### config.mk
export PLATFORM = sky130hd
export DESIGN_NAME = ldm_dimming_ctrl
export DESIGN_NICKNAME = d
export VERILOG_FILES = /design/src/rtl/ldm_pkg.sv /design/src/rtl/ldm_dimming_ctrl.sv
export SDC_FILE = /design/constraint.sdc
export NUM_CORES = 1
export LEC_CHECK = 0
export BUFFER_PORTS_ARGS = -buffer_cell sky130_fd_sc_hd__buf_4
export CAP_MARGIN = 20
export CORE_MARGIN = 4
export CORE_UTILIZATION = 45
export DETAILED_ROUTE_END_ITERATION = 8
export GPL_ROUTABILITY_DRIVEN = 0
export SLEW_MARGIN = 0
export SYNTH_ARGS = -nofsm -noshare
export SYNTH_HDL_FRONTEND = slang
export SYNTH_SLANG_ARGS = --single-unit
### constraint.sdc
create_clock -name ref_clk_in -period 9.05 [get_ports ref_clk_in]
set_input_delay 0.905 -clock ref_clk_in [delete_from_list [all_inputs] [get_ports ref_clk_in]]
set_output_delay 0.905 -clock ref_clk_in [all_outputs]
set_load 0.02 [all_outputs]
### src/rtl/ldm_pkg.sv
// package: register map, reset values and types of the dimming block
package ldm_pkg;
  localparam int unsigned LDM_STRINGS  = 8;
  localparam int unsigned LDM_TICK_DIV = 8;
  // register offsets
  localparam logic [7:0] LDM_CTRL_ADDR   = 8'h00;
  localparam logic [7:0] LDM_INTENS_ADDR = 8'h01;
  localparam logic [7:0] LDM_STAT_ADDR   = 8'h02;
  localparam logic [7:0] LDM_OPEN_ADDR   = 8'h03;
  localparam logic [7:0] LDM_SHORT_ADDR  = 8'h04;
  localparam logic [7:0] LDM_MEAS_ADDR   = 8'h05;
  localparam logic [3:0] LDM_DUTY_BASE   = 4'h1;
  localparam logic [3:0] LDM_PHASE_BASE  = 4'h2;
  // field positions and limits
  localparam int unsigned LDM_MODE_LSB   = 0;
  localparam int unsigned LDM_STAT_EN    = 0;
  localparam int unsigned LDM_STAT_FAULT = 1;
  localparam int unsigned LDM_PROD_LSB   = 6;
  localparam logic [5:0] LDM_INTENS_MAX  = 6'h3f;
  localparam logic [7:0] LDM_FRAME_LAST  = 8'hff;
  // reset values
  localparam logic [5:0] LDM_INTENS_RST  = 6'h3f;
  localparam logic [7:0] LDM_DUTY_RST    = 8'h30;
  localparam logic [7:0] LDM_PHASE_STEP  = 8'h20;
  localparam logic [5:0] LDM_MEAS_RST    = 6'h3f;

  typedef enum logic [1:0] {
    LDM_MODE_INTERNAL,
    LDM_MODE_EXTERNAL,
    LDM_MODE_GATED
  } ldm_mode_t;

  typedef struct packed {
    logic [7:0] duty;
    logic [7:0] phase;
  } ldm_str_cfg_t;

  typedef struct packed {
    logic [7:0] open_flags;
    logic [7:0] short_flags;
  } ldm_fault_t;
endpackage : ldm_pkg

### src/rtl/ldm_dimming_ctrl.sv
// dimming mode selection, duty measurement and fault flagging for eight strings
//
// The plain strobed port and the address map are this design's own decisions.
`timescale 1ns/10ps
`default_nettype none
module ldm_dimming_ctrl
  import ldm_pkg::*;
#(
  parameter int unsigned TICK_DIV = ldm_pkg::LDM_TICK_DIV
)
(
  // clock and reset
  input  wire logic                            ref_clk_in,
  input  wire logic                            sys_rst_in,
  // register port
  input  wire logic [7:0]                      reg_addr_in,
  input  wire logic [7:0]                      reg_wdata_in,
  input  wire logic                            reg_wr_in,
  input  wire logic                            reg_rd_in,
  output logic      [7:0]                      reg_rdata_out,
  // pins
  input  wire logic                            on_off_in,
  input  wire logic                            ext_dim_in,
  input  wire logic [ldm_pkg::LDM_STRINGS-1:0] open_det_in,
  input  wire logic [ldm_pkg::LDM_STRINGS-1:0] short_det_in,
  output logic      [ldm_pkg::LDM_STRINGS-1:0] string_outputs_out,
  output logic                                 fault_n_out
);
  import ldm_pkg::*;

  localparam int unsigned NS = LDM_STRINGS;

  // product of duty and intensity, top eight bits
  function automatic logic [7:0] ldm_on_ticks(input logic [7:0] duty,
                                              input logic [5:0] intens);
    logic [13:0] prod;
    prod = 14'(duty) * 14'(intens);
    return prod[13:LDM_PROD_LSB];
  endfunction : ldm_on_ticks

  // frame position inside [phase, phase+on)
  function automatic logic ldm_in_window(input logic [7:0] pos,
                                         input logic [7:0] phase,
                                         input logic [7:0] on_t);
    logic [8:0] stop;
    stop = {1'b0, phase} + {1'b0, on_t};
    return ({1'b0, pos} >= {1'b0, phase}) && ({1'b0, pos} < stop);
  endfunction : ldm_in_window

  // pin synchronisers
  logic            en_meta_q;
  logic            en_s_q;
  logic            dim_meta_q;
  logic            dim_s_q;
  ldm_fault_t      det_meta_q;
  ldm_fault_t      det_s_q;

  // state
  logic [15:0]     div_q;
  logic [15:0]     div_d;
  logic [7:0]      frame_q;
  logic [7:0]      frame_d;
  logic [8:0]      high_q;
  logic [8:0]      high_d;
  logic [5:0]      meas_q;
  logic [5:0]      meas_d;
  ldm_mode_t       mode_q;
  ldm_mode_t       mode_d;
  logic [5:0]      intens_q;
  logic [5:0]      intens_d;
  ldm_str_cfg_t    cfg_q [NS];
  ldm_str_cfg_t    cfg_d [NS];
  ldm_fault_t      flags_q;
  ldm_fault_t      flags_d;
  logic [NS-1:0]   str_q;
  logic [NS-1:0]   str_d;
  logic            fault_n_q;
  logic            fault_n_d;
  logic [7:0]      rdata_q;
  logic [7:0]      rdata_d;

  // enable and dim sync stages start high, matching the pull-up on the pin, detector stages start low
  always_ff @(posedge ref_clk_in)
  begin
    if (sys_rst_in)
    begin
      en_meta_q  <= 1'b1;
      en_s_q     <= 1'b1;
      dim_meta_q <= 1'b1;
      dim_s_q    <= 1'b1;
      det_meta_q <= '0;
      det_s_q    <= '0;
    end
    else
    begin
      en_meta_q  <= on_off_in;
      en_s_q     <= en_meta_q;
      dim_meta_q <= ext_dim_in;
      dim_s_q    <= dim_meta_q;
      det_meta_q <= '{open_flags: open_det_in, short_flags: short_det_in};
      det_s_q    <= det_meta_q;
    end
  end

  always_comb
  begin
    logic       tick;
    logic       frame_end;
    logic [8:0] meas_full;
    logic [5:0] g_sel;
    logic [7:0] on_t;
    logic       win;
    logic       gate_ok;
    logic [3:0] idx;
    tick      = 1'b0;
    frame_end = 1'b0;
    meas_full = '0;
    g_sel     = '0;
    on_t      = '0;
    win       = 1'b0;
    gate_ok   = 1'b1;
    idx       = reg_addr_in[3:0];
    div_d     = div_q;
    frame_d   = frame_q;
    high_d    = high_q;
    meas_d    = meas_q;
    mode_d    = mode_q;
    intens_d  = intens_q;
    cfg_d     = cfg_q;
    flags_d   = flags_q;
    rdata_d   = '0;

    // duty tick divider
    if (div_q == 16'(TICK_DIV - 1))
    begin
      div_d = '0;
      tick  = 1'b1;
    end
    else
    begin
      div_d = div_q + 16'h0001;
    end
    if (tick)
    begin
      frame_d   = frame_q + 8'h01;
      frame_end = (frame_q == LDM_FRAME_LAST);
    end

    // count high ticks per frame, scale 256 ticks onto 0..63
    if (frame_end)
    begin
      meas_full = 9'(high_q + 9'(dim_s_q)) >> 2;
      meas_d    = (meas_full > 9'(LDM_INTENS_MAX)) ? LDM_INTENS_MAX : meas_full[5:0];
      high_d    = '0;
    end
    else if (tick)
    begin
      high_d = 9'(high_q + 9'(dim_s_q));
    end

    // register writes
    if (reg_wr_in)
    begin
      if (reg_addr_in == LDM_CTRL_ADDR)
      begin
        // code 3 is not a mode and is dropped
        if (reg_wdata_in[LDM_MODE_LSB +: 2] != 2'h3)
        begin
          mode_d = ldm_mode_t'(reg_wdata_in[LDM_MODE_LSB +: 2]);
        end
      end
      else if (reg_addr_in == LDM_INTENS_ADDR)
      begin
        intens_d = reg_wdata_in[5:0];
      end
      else if (reg_addr_in == LDM_OPEN_ADDR)
      begin
        flags_d.open_flags = flags_q.open_flags & ~reg_wdata_in;
      end
      else if (reg_addr_in == LDM_SHORT_ADDR)
      begin
        flags_d.short_flags = flags_q.short_flags & ~reg_wdata_in;
      end
      else if (reg_addr_in[7:4] == LDM_DUTY_BASE && idx < 4'(NS))
      begin
        cfg_d[idx[2:0]].duty = reg_wdata_in;
      end
      else if (reg_addr_in[7:4] == LDM_PHASE_BASE && idx < 4'(NS))
      begin
        cfg_d[idx[2:0]].phase = reg_wdata_in;
      end
    end

    // sticky fault flags, a new fault beats a clear
    flags_d.open_flags  = flags_d.open_flags | det_s_q.open_flags;
    flags_d.short_flags = flags_d.short_flags | det_s_q.short_flags;
    // high when no flag is set
    fault_n_d = ~(|flags_d.open_flags | |flags_d.short_flags);

    // internal mode reads only the programmed intensity
    // measured duty stands in for intensity otherwise
    g_sel = (mode_q == LDM_MODE_INTERNAL) ? intens_q : meas_q;
    // gated mode follows the input level
    gate_ok = (mode_q != LDM_MODE_GATED) || dim_s_q;
    for (int i = 0; i < NS; i++)
    begin
      // combined with the measured duty in external and gated modes
      // top eight bits of the product
      on_t = ldm_on_ticks(cfg_q[i].duty, g_sel);
      // start after phase delay ticks, no wrap past frame end
      win = ldm_in_window(frame_q, cfg_q[i].phase, on_t);
      str_d[i] = en_s_q && gate_ok && win;
    end

    // register reads, data the cycle after the strobe
    if (reg_rd_in)
    begin
      if (reg_addr_in == LDM_CTRL_ADDR)
      begin
        rdata_d = 8'(mode_q);
      end
      else if (reg_addr_in == LDM_INTENS_ADDR)
      begin
        rdata_d = {2'h0, intens_q};
      end
      else if (reg_addr_in == LDM_STAT_ADDR)
      begin
        rdata_d[LDM_STAT_EN]    = en_s_q;
        rdata_d[LDM_STAT_FAULT] = ~fault_n_q;
      end
      else if (reg_addr_in == LDM_OPEN_ADDR)
      begin
        rdata_d = flags_q.open_flags;
      end
      else if (reg_addr_in == LDM_SHORT_ADDR)
      begin
        rdata_d = flags_q.short_flags;
      end
      else if (reg_addr_in == LDM_MEAS_ADDR)
      begin
        rdata_d = {2'h0, meas_q};
      end
      else if (reg_addr_in[7:4] == LDM_DUTY_BASE && idx < 4'(NS))
      begin
        rdata_d = cfg_q[idx[2:0]].duty;
      end
      else if (reg_addr_in[7:4] == LDM_PHASE_BASE && idx < 4'(NS))
      begin
        rdata_d = cfg_q[idx[2:0]].phase;
      end
    end
  end

  always_ff @(posedge ref_clk_in)
  begin
    if (sys_rst_in)
    begin
      div_q     <= '0;
      frame_q   <= '0;
      high_q    <= '0;
      meas_q    <= LDM_MEAS_RST;
      mode_q    <= LDM_MODE_INTERNAL;
      intens_q  <= LDM_INTENS_RST;
      flags_q   <= '0;
      str_q     <= '0;
      fault_n_q <= 1'b1;
      rdata_q   <= '0;
      for (int i = 0; i < NS; i++)
      begin
        cfg_q[i].duty  <= LDM_DUTY_RST;
        cfg_q[i].phase <= 8'(LDM_PHASE_STEP * 8'(i / 2));
      end
    end
    else
    begin
      div_q     <= div_d;
      frame_q   <= frame_d;
      high_q    <= high_d;
      meas_q    <= meas_d;
      mode_q    <= mode_d;
      intens_q  <= intens_d;
      flags_q   <= flags_d;
      str_q     <= str_d;
      fault_n_q <= fault_n_d;
      rdata_q   <= rdata_d;
      cfg_q     <= cfg_d;
    end
  end

  assign string_outputs_out = str_q;
  assign fault_n_out        = fault_n_q;
  assign reg_rdata_out      = rdata_q;
endmodule : ldm_dimming_ctrl
`default_nettype wire

Yosys cells after proc, flatten, opt, wreduce, memory -nomap -nowiden --
Index checks and enable logic that the tools add are counted.
Cells by class: add/sub/neg operators 11, multipliers 8, magnitude comparators 20, equality and inequality tests 11, mux-type cells 30, bitwise gates (word level) 14, reduce and logical (&&, ||, !) cells 34
Operator list (number):
- $bwmux 128 | 2
- $mux 128 | 2
- $mul 8x6->14 | 8
- $demux 16 s3 | 2
- $mux 16 | 6
- $add 8x8->9 | 8
- $lt 8x9->1 | 8
- $mux 8 | 9
- $ge 8x8->1 | 8
- $bmux 16 s3 | 1
- $logic_and 1x1->1 | 20
- $mux 6 | 3
- $add 16x1->16 const B | 1
- $and 8x8->8 | 2
- $eq 16x3->1 const B | 1
- $eq 8x2->1 const B | 2
- $eq 8x3->1 const B | 2
- $or 8x8->8 | 2
- $reduce_or 8->1 | 2
- $add 9x1->9 | 1
- $add 8x1->8 const B | 1
- $eq 8x1->1 const B | 1
- $eq 8x8->1 const B | 1
- $logic_not 8->1 | 1
- 22 further kinds | 34
Word-level totals: register bits 244, output and inout bits 17

Depth between registers and ports, before layout --
Gate-level depths: netlist (run 1).
word-level depth 12, gate-level depth with buffers 28, mapped depth without buffers 26

Worst setup path after synthesis (run 1) --
OpenSTA, ideal clock, no wires.
kind flip-flop to flip-flop, start register mode_q[0], end register str_q[2] (netlist: string_outputs_out[2]), library setup time 0.079 ns, arrival 6.376 ns, path slack 2.595 ns, cell stages (with the launch flop) 28, path through dfxtp_1 -> nor2_2 -> mux2i_1 -> clkbuf_1 -> nor2b_1 -> fa_1 -> inv_1 -> fa_1 -> fa_1 -> inv_1 -> ha_1 -> nand3_1 -> a211oi_1 -> o21ai_0 -> nand2b_1 -> xor2_1 -> ha_1 -> a21o_1 -> a21o_1 -> a21oi_1 -> nand2b_1 -> nor2b_1 -> xor2_1 -> ha_1 -> a21o_1 -> a211o_1 -> o211a_1 -> nor3_1
Between the ends: longest elaborated chain between the ends 7, elaborated cells on any way between the ends 10
Ends and longest elaborated chain:
- start: declaration | line ldm_dimming_ctrl.sv:67 | ldm_mode_t mode_q;
- start signal: assignment | line ldm_dimming_ctrl.sv:280 | mode_q <= mode_d;
- $logic_not 2->1 | line ldm_dimming_ctrl.sv:202 | g_sel = (mode_q == LDM_MODE_INTERNAL) ? intens_q : meas_q;
- $mux 6 | line ldm_dimming_ctrl.sv:202
- $mul 8x6->14 | line ldm_dimming_ctrl.sv:37 | prod = 14'(duty) * 14'(intens);
- $add 8x8->9 | line ldm_dimming_ctrl.sv:46 | stop = {1'b0, phase} + {1'b0, on_t};
- $lt 8x9->1 | line ldm_dimming_ctrl.sv:47 | return ({1'b0, pos} >= {1'b0, phase}) && ({1'b0, pos} < stop);
- $logic_and 1x1->1 | line ldm_dimming_ctrl.sv:47
- $logic_and 1x1->1 * | line ldm_dimming_ctrl.sv:212 | str_d[i] = en_s_q && gate_ok && win;
- end signal: assignment | line ldm_dimming_ctrl.sv:283 | str_q <= str_d;
- end: declaration | line ldm_dimming_ctrl.sv:75 | logic [NS-1:0] str_q;
Mark *: on every way between the ends. The rest lies on a longest branch, timed or not. A chain may end at the register's enable or synchronous reset.

Final worst setup path (run 1) --
start register mode_q[0], end register str_q[5] (netlist: string_outputs_out[5])
The elaborated chain is that of the path after synthesis.

==> run metrics, run 1 <==
period utilization around 82%; Final Skew approximately 0.020 ns; Slew @ Worst Pin between 1 and 1.5 ns; Crit path required time about 9.5 ns; # rows a little under 90; count of final setup violators 0; antenna viol nets, final 0; status completed; RSZ-0062 raised after global routing false; hold depth 1; post-layout instance count excluding filler cells 3795; hpwl dp between 50000 and 60000 um; area delta synth->final 7.471%; Placed Instances about 3800; starting density of the core a little under half; Worst Hold Launch en_meta_q$_SDFF_PP1_; Area contributors post-synth dfxtp_1 (19%), ha_1 (17%), fa_1 (15%); Post-synth top cells inv_1 (364), ha_1 (356), nand2_1 (260), dfxtp_1 (244), nor2b_1 (210); Diodes inserted 0; CP max stage cell mux2_2; Pwr Density 86.59 mW/mm2; # DRC 0; syn_nets ~3600; Port Buffers 54; post-placement cell area around 0.027 mm2; final hold vios 0; final instance area approximately 0.028 mm2; synthesis-stage register bit count 244; total grt overflow 0; Die Y ~250 um; via count 21290; Die X-Extent 249.3 um; worst skew pair latency 0.57 ns; proportion of synthesized chip area in sequential cells 18.65%; CTS HTree Levels 1; number of distinct library cells after synthesis 85; worst IR drop on VDD roughly 0.13 mV; post-DR vias/cell between 5 and 6; clock slew seen by the registers of the worst setup and hold paths ~0.06 ns; die area roughly 0.062 mm2; CTS tree done; hold crit path type reg2reg; Wirelength per Cell slightly above 20 um; Syn Std Cell Area about 0.026 mm2; Hold EP en_s_q$_SDFF_PP1_; crit path max fanout 30; clock tree buffer depth 3; f_max about 130 MHz; Pins Over Slew Limit 0; CTS root buffer clkbuf_16; max-cap violation count 0; r2r endpoint string_outputs_out[5]$_SDFF_PP0_; Critical Path Sink Type register; Reg2Reg Depth 26; initial antenna violation count 2; first-pass iteration count of the detailed router 5; CTS hold repair buffers 0; number of flops mapped to enable cells by yosys 0; nets@finish roughly 3600; # resized after CTS 0; first-pass GRT wire length 121800 um; syn avg cell area 8.661 um2; I/O Pins 55; post-CTS setup repair buffer count 0; Yosys top cell area share about a fifth; ys async rst share 0%; largest net degree at the start of global routing 93; Reg-to-Reg Start mode_q[0]$_SDFFE_PP0P_; CP startpoint kind register; area leader, netlist dfxtp_1; All-Layer GR Usage between 20% and 30%; Max-Slew Margin vs Limit about a quarter; crit path DAT a little under 8 ns; DR iter-0 viols 1575; Detailed Route WL ~77000 um; WHS around 0.4 ns; vias in the first global route 21350; LEAKAGE about 14 nW; synthesized instance count 3024; most common flop cell mapped by yosys dfxtp_1; Num CTS Buffers 27; layout cell share with drive strength beyond 1 roughly 7.0%; Core Area 0.05770 mm2; Ys Warns 0; register-to-register setup slack ~1.6 ns; setup TNS after final layout 0 ns; Final min period around 7.5 ns; most common cell in the netlist inv_1; Crit path largest cell delay approximately 0.7 ns; Sink Count 244; Setup CP Type reg2reg
==> logic make-up after synthesis <==
group | after synthesis | share of synthesized area (%)
and+or+nand+nor | 1060 | 20.94
adders and majority gates | 556 | 32.29
buffers and inverters | 483 | 7.319
AOI/OAI and AO/OA | 447 | 10.86
DFF | 244 | 18.65
xor gates and xnor gates | 125 | 4.180
muxes | 109 | 5.756
==> sequential cells by signal (all words and copies together), names as in the netlist, 2 cells and up <==
register,flops
cfg_q,128
div_q,16
frame_q,8
reg_rdata_out,8
meas_q,6
mode_q,2
det_s_q,16
intens_q,6
det_meta_q,16
high_q,9
string_outputs_out,8
flags_q,16
==> worst max-delay path, delay by kind of cell, from the launching register on <==
kind,cells,cell delay [ns]
xor+xnor,2,0.41
fa+ha+maj,6,2.33
mux,1,0.71
simple gates,7,1.40
flops,1,0.39
buf+inv,2,0.56
compound gates,8,1.52
==> worst max path at each step <==
stage / slack, ns / depth (start not counted) / startpoint / to
2_1_floorplan: 2.59 / 27 / mode_q[0]$_SDFFE_PP0P_ / string_outputs_out[2]$_SDFF_PP0_
3_3_place_gp: 1.85 / 23 / mode_q[0]$_SDFFE_PP0P_ / string_outputs_out[0]$_SDFF_PP0_
3_5_place_dp: 1.69 / 25 / mode_q[0]$_SDFFE_PP0P_ / string_outputs_out[6]$_SDFF_PP0_
4_1_cts: 1.63 / 22 / mode_q[0]$_SDFFE_PP0P_ / string_outputs_out[7]$_SDFF_PP0_
5_1_grt: 1.09 / 24 / mode_q[0]$_SDFFE_PP0P_ / string_outputs_out[4]$_SDFF_PP0_
6_report: 1.59 / 26 / mode_q[0]$_SDFFE_PP0P_ / string_outputs_out[5]$_SDFF_PP0_
==> final cells by class <==
class,count,area (um2)
flip-flops and latches,244,4890
clock inverters,12,130.1
repair buffers,79,618.1
fillers,5552,29550
multi-input cells,2297,19440
clock buffers,32,734.5
well taps,765,957.2
inverters,366,1374
==> where the power goes <==
group / internal, mW / leakage [nW] / switching [mW]
clock network: 0.632 / 0.412 / 0.477
logic: 0.0837 / 11.2 / 0.144
registers: 1.09 / 1.98 / 0.0117
total: 1.80 / 13.5 / 0.633
==> per-layer routing <==
layer / GRT usage, % / vias to the layer above / part of all wire, %
li1: - / 10070 / -
met1: 34.07 / 10430 / 45
met2: 40.44 / 682 / 46
met3: 2.568 / 107 / 6.2
met4: 6.312 / 0 / 2.8
met5: 0 / - / 0
==> cells in the final DEF, fill, tap and decap left out, types with 11 or more instances in the layout <==
| cell type | netlist | routed |
|---|---|---|
| a21o_1 | 57 | 57 |
| xor2_1 | 63 | 63 |
| nand4_1 | 14 | 14 |
| nor2b_1 | 210 | 210 |
| fa_1 | 200 | 200 |
| and3_1 | 13 | 13 |
| a211oi_1 | 17 | 17 |
| a21oi_1 | 190 | 190 |
| inv_1 | 364 | 364 |
| o21a_1 | 15 | 15 |
| dfxtp_1 | 244 | 240 |
| clkbuf_16 | 0 | 27 |
| ha_1 | 356 | 356 |
| nand2_1 | 260 | 260 |
| xnor2_1 | 62 | 62 |
| nor2_1 | 180 | 180 |
| nor3_1 | 42 | 42 |
| or3_1 | 11 | 11 |
| o21ai_0 | 62 | 62 |
| buf_4 | 14 | 77 |
| nand2b_1 | 35 | 35 |
| and2_1 | 116 | 116 |
| or2_2 | 14 | 14 |
| mux4_2 | 33 | 33 |
| mux2i_1 | 73 | 70 |
| nand3_1 | 118 | 118 |
==> metrics by stage <==
step	setup slack, ns	utilization, %	total power [mW]
3_3_place_gp	1.850	47.29	1.344
5_1_grt	1.088	48.79	2.517
2_1_floorplan	2.595	-	1.278
6_report	1.595	48.79	2.437
3_5_place_dp	1.688	47.29	1.349
4_1_cts	1.635	48.79	2.451
Note: power is estimated with default switching activity, not from simulation.
==> run 2, diff against run 1 <==
--- a/config.mk
+++ b/config.mk
@@ -5,6 +5,7 @@
 export SDC_FILE = /design/constraint.sdc
 export NUM_CORES = 1
 export LEC_CHECK = 0
+export ABC_AREA = 1
 export BUFFER_PORTS_ARGS = -buffer_cell sky130_fd_sc_hd__buf_4
 export CAP_MARGIN = 20
 export CORE_MARGIN = 4
==> constraint.sdc (replaced) <==
create_clock -name ref_clk_in -period 6.31 [get_ports ref_clk_in]
set_input_delay 0.631 -clock ref_clk_in [delete_from_list [all_inputs] [get_ports ref_clk_in]]
set_output_delay 0.631 -clock ref_clk_in [all_outputs]
set_load 0.02 [all_outputs]
==> run 2 against run 1 <==
Against the previous run: maximum frequency grew 24%; die area increased by 4.6%; power up 53%; area after synthesis grew 4.8%; critical path depth is 7 higher; combinational power is 58% higher; largest cell class unchanged; via count up 21%; largest power group unchanged; highest routed layer unchanged; clock power increased by 62%.
==> run metrics, run 2 <==
CTS hold repair buffers 0 (unchanged); clock slew seen by the registers of the worst setup and hold paths 0.06 ns (about the same); Final min period 6.024 ns (was 7.455 ns); CP startpoint kind register (unchanged); initial antenna violation count 0 (was 2); FF/Latch Area 0.004893 mm2 (was 0.004890 mm2); number of flops mapped to enable cells by yosys 0 (unchanged); die area 0.06501 mm2 (was 0.06213 mm2); Die Y 255.0 um (was 249.3 um); nets@finish 4534 (was 3609); synthesized instance count 3899 (was 3024); most common cell after layout, fill and taps aside inv_1 (unchanged); most common cell in the netlist inv_1 (unchanged); syn avg cell area 7.040 um2 (was 8.661 um2); Ys Warns 0 (unchanged); layout cell share with drive strength beyond 1 6.890% (was 6.964%); first-pass GRT wire length 135800 um (was 121800 um); max reg flops 128 (unchanged); vias in the first global route 24420 (was 21350); period utilization 95.47% (was 82.38%); Worst Hold Launch on_off_in (was en_meta_q$_SDFF_PP1_); crit path from mode_q[1]$_SDFFE_PP0P_ (was mode_q[0]$_SDFFE_PP0P_); Die X-Extent 255.0 um (was 249.3 um); WHS 0.2598 ns (was 0.4117 ns); All-Layer GR Usage 26.39% (was 24.34%); status completed (unchanged); most common flop cell mapped by yosys dfxtp_1 (unchanged); via count 25740 (was 21290); Pins Over Slew Limit 0 (unchanged); area leader, netlist dfxtp_1 (unchanged); syn_nets 4493 (was 3618); area delta synth->final 11.08% (was 7.471%); number of distinct library cells after synthesis 49 (was 85); CP most frequent cell nand2_1; Area contributors post-synth dfxtp_1 (18%), ha_1 (16%), fa_1 (15%) (was dfxtp_1 (19%), ha_1 (17%), fa_1 (15%)); max-cap violation count 0 (unchanged); Crit path required time 6.75 ns (was 9.53 ns); Top reg by flops cfg_q (unchanged); Slew @ Worst Pin 1.114 ns (was 1.127 ns); Reg-to-Reg Start mode_q[1]$_SDFFE_PP0P_ (was mode_q[0]$_SDFFE_PP0P_); CTS root buffer clkbuf_16 (unchanged); Detailed Route WL 89340 um (was 76540 um); hpwl dp 65580 um (was 56490 um); LEAKAGE 15.36 nW (was 13.54 nW); crit path DAT 6.47 ns (was 7.93 ns); Crit path largest cell delay 0.54 ns (was 0.71 ns); Core Area 0.06036 mm2 (was 0.05770 mm2); post-DR vias/cell 5.426 (was 5.609); Num CTS Buffers 28 (was 27); count of final setup violators 0 (unchanged); final hold vios 0 (unchanged); Max-Slew Margin vs Limit 25.72% (was 24.88%); area of the multi-input gates 0.01968 mm2 (was 0.01944 mm2); Diodes inserted 0 (unchanged); Final Power 3.735 mW (was 2.437 mW); # rows 90 (was 88); antenna viol nets, final 0 (unchanged); first-pass iteration count of the detailed router 7 (was 5); Final Skew 0.01575 ns (was 0.01952 ns); clock tree buffer depth 3 (unchanged); Post-synth top cells inv_1 (714), nand2_1 (675), nor2_1 (474), ha_1 (356), a21oi_1 (334) (was inv_1 (364), ha_1 (356), nand2_1 (260), dfxtp_1 (244), nor2b_1 (210)); f_max 166.0 MHz (was 134.1 MHz); worst IR drop on VDD 0.2434 mV (was 0.1336 mV); largest net degree at the start of global routing 109 (was 93); starting density of the core 45.48% (was 45.40%); Syn Std Cell Area 0.02745 mm2 (was 0.02619 mm2); commonest non-fill, non-tap cells in the layout inv_1 (711), nand2_1 (670), nor2_1 (474) (was inv_1 (364), ha_1 (356), nand2_1 (260)); crit path max fanout 6 (was 30); Port Buffers 54 (unchanged); hold crit path type in2reg (was reg2reg); CTS HTree Levels 1 (unchanged); worst skew pair latency 0.57 ns (about the same); Wirelength per Cell 18.83 um (was 20.17 um); total grt overflow 0 (unchanged); fillers 6161 (was 5552); CP max stage cell fa_1 (was mux2_2); proportion of synthesized chip area in sequential cells 17.80% (was 18.65%); Pwr Density 122.5 mW/mm2 (was 86.59 mW/mm2); Yosys top cell area share 17.80% (was 18.65%); Sink Count 244 (unchanged); ys async rst share 0% (unchanged); # DRC 0 (unchanged); synthesis-stage register bit count 244 (unchanged); DR iter-0 viols 2164 (was 1575); Critical Path Sink Type register (unchanged); CTS tree done (unchanged); I/O Pins 55 (unchanged); Setup CP Type reg2reg (unchanged)
run 2: changes by cell type after synthesis, moves of 38 or more:
| cell | delta |
|---|---|
| nand2_1 | +415 |
| a21o_1 | -42 |
| and2_1 | -114 |
| nor3_1 | +44 |
| o211ai_1 | +38 |
| a21oi_1 | +144 |
| xnor2_1 | -39 |
| o21ai_0 | +132 |
| nand4_1 | +41 |
| inv_1 | +350 |
| nor2b_1 | -210 |
| nor2_1 | +294 |
| mux2i_1 | -72 |
run 2: logic make-up (layout without fill, tap and decap cells):
family | count (synthesis) | in the layout | share of synthesized area [%]
AO/OA/AOI/OAI | 657 | 657 | 13.15
XOR/XNOR | 94 | 94 | 2.999
adder cells (fa/ha/maj) | 556 | 556 | 30.81
buffers and inverters | 835 | 898 | 11.70
flip-flops | 244 | 244 | 17.80
multiplexers | 1 | 1 | 0.03647
AND/OR/NAND/NOR | 1512 | 1512 | 23.51
run 2: where the power goes:
part	total, mW	internal, mW	switching [mW]
sequential	1.58	1.56	0.0130
combinational	0.360	0.106	0.253
clock	1.80	1.09	0.707
total	3.73	2.76	0.973
run 2: timing repair:
action / in CTS / in global routing
endpoints found under the setup margin: 0 / 8
resized for setup: 0 / 94
buffers inserted: 0 / 6
run 2: per-stage QoR:
stage / instances / cell area [um2] / setup slack, ns / setup TNS (ns) / utilization, %
after CTS: 4730 / 29920 / 0.05019 / 0 / 49.56
after global placement: 4678 / 28910 / 0.1220 / 0 / 47.90
after floorplan: 3899 / 27450 / 0.5185 / 0 / -
final: 4744 / 30490 / 0.2856 / 0 / 50.52
after global routing: 4744 / 30490 / -0.04249 / -0.05843 / 50.52
after detailed placement: 4678 / 28910 / 0.1082 / 0 / 47.90
run 2: area by class of cell:
| cell class | instances | area share [%] |
|---|---|---|
| Sequential cell | 244 | 16.05 |
| Tap cell | 782 | 3.209 |
| Clock buffer | 39 | 2.634 |
| Clock inverter | 13 | 0.6689 |
| Multi-Input combinational cell | 2820 | 64.55 |
| Timing Repair Buffer | 126 | 4.009 |
| Inverter | 720 | 8.884 |
run 2: routing by layer:
metal,wire length (um),global-route usage (%)
met5,0,0
met4,3942,9.057
met3,6370,3.455
met2,40110,43.29
met1,38920,36.10
run 2: worst paths after layout:
check	endpoint	slack [ns]	depth (start not counted)
max	string_outputs_out[4]$_SDFF_PP0_	0.29	33
min	en_meta_q$_SDFF_PP1_	0.26	2
max reg2reg	string_outputs_out[4]$_SDFF_PP0_	0.29	33
min reg2reg	det_s_q[8]$_SDFF_PP0_	0.40	2
run 2: worst max-delay path, delay by kind of cell (launching register included):
family	cells	cell delay, ns
compound gates	4	0.52
xor+xnor	1	0.15
fa+ha+maj	6	2.53
simple gates	15	1.69
flops	1	0.34
buf+inv	7	0.67
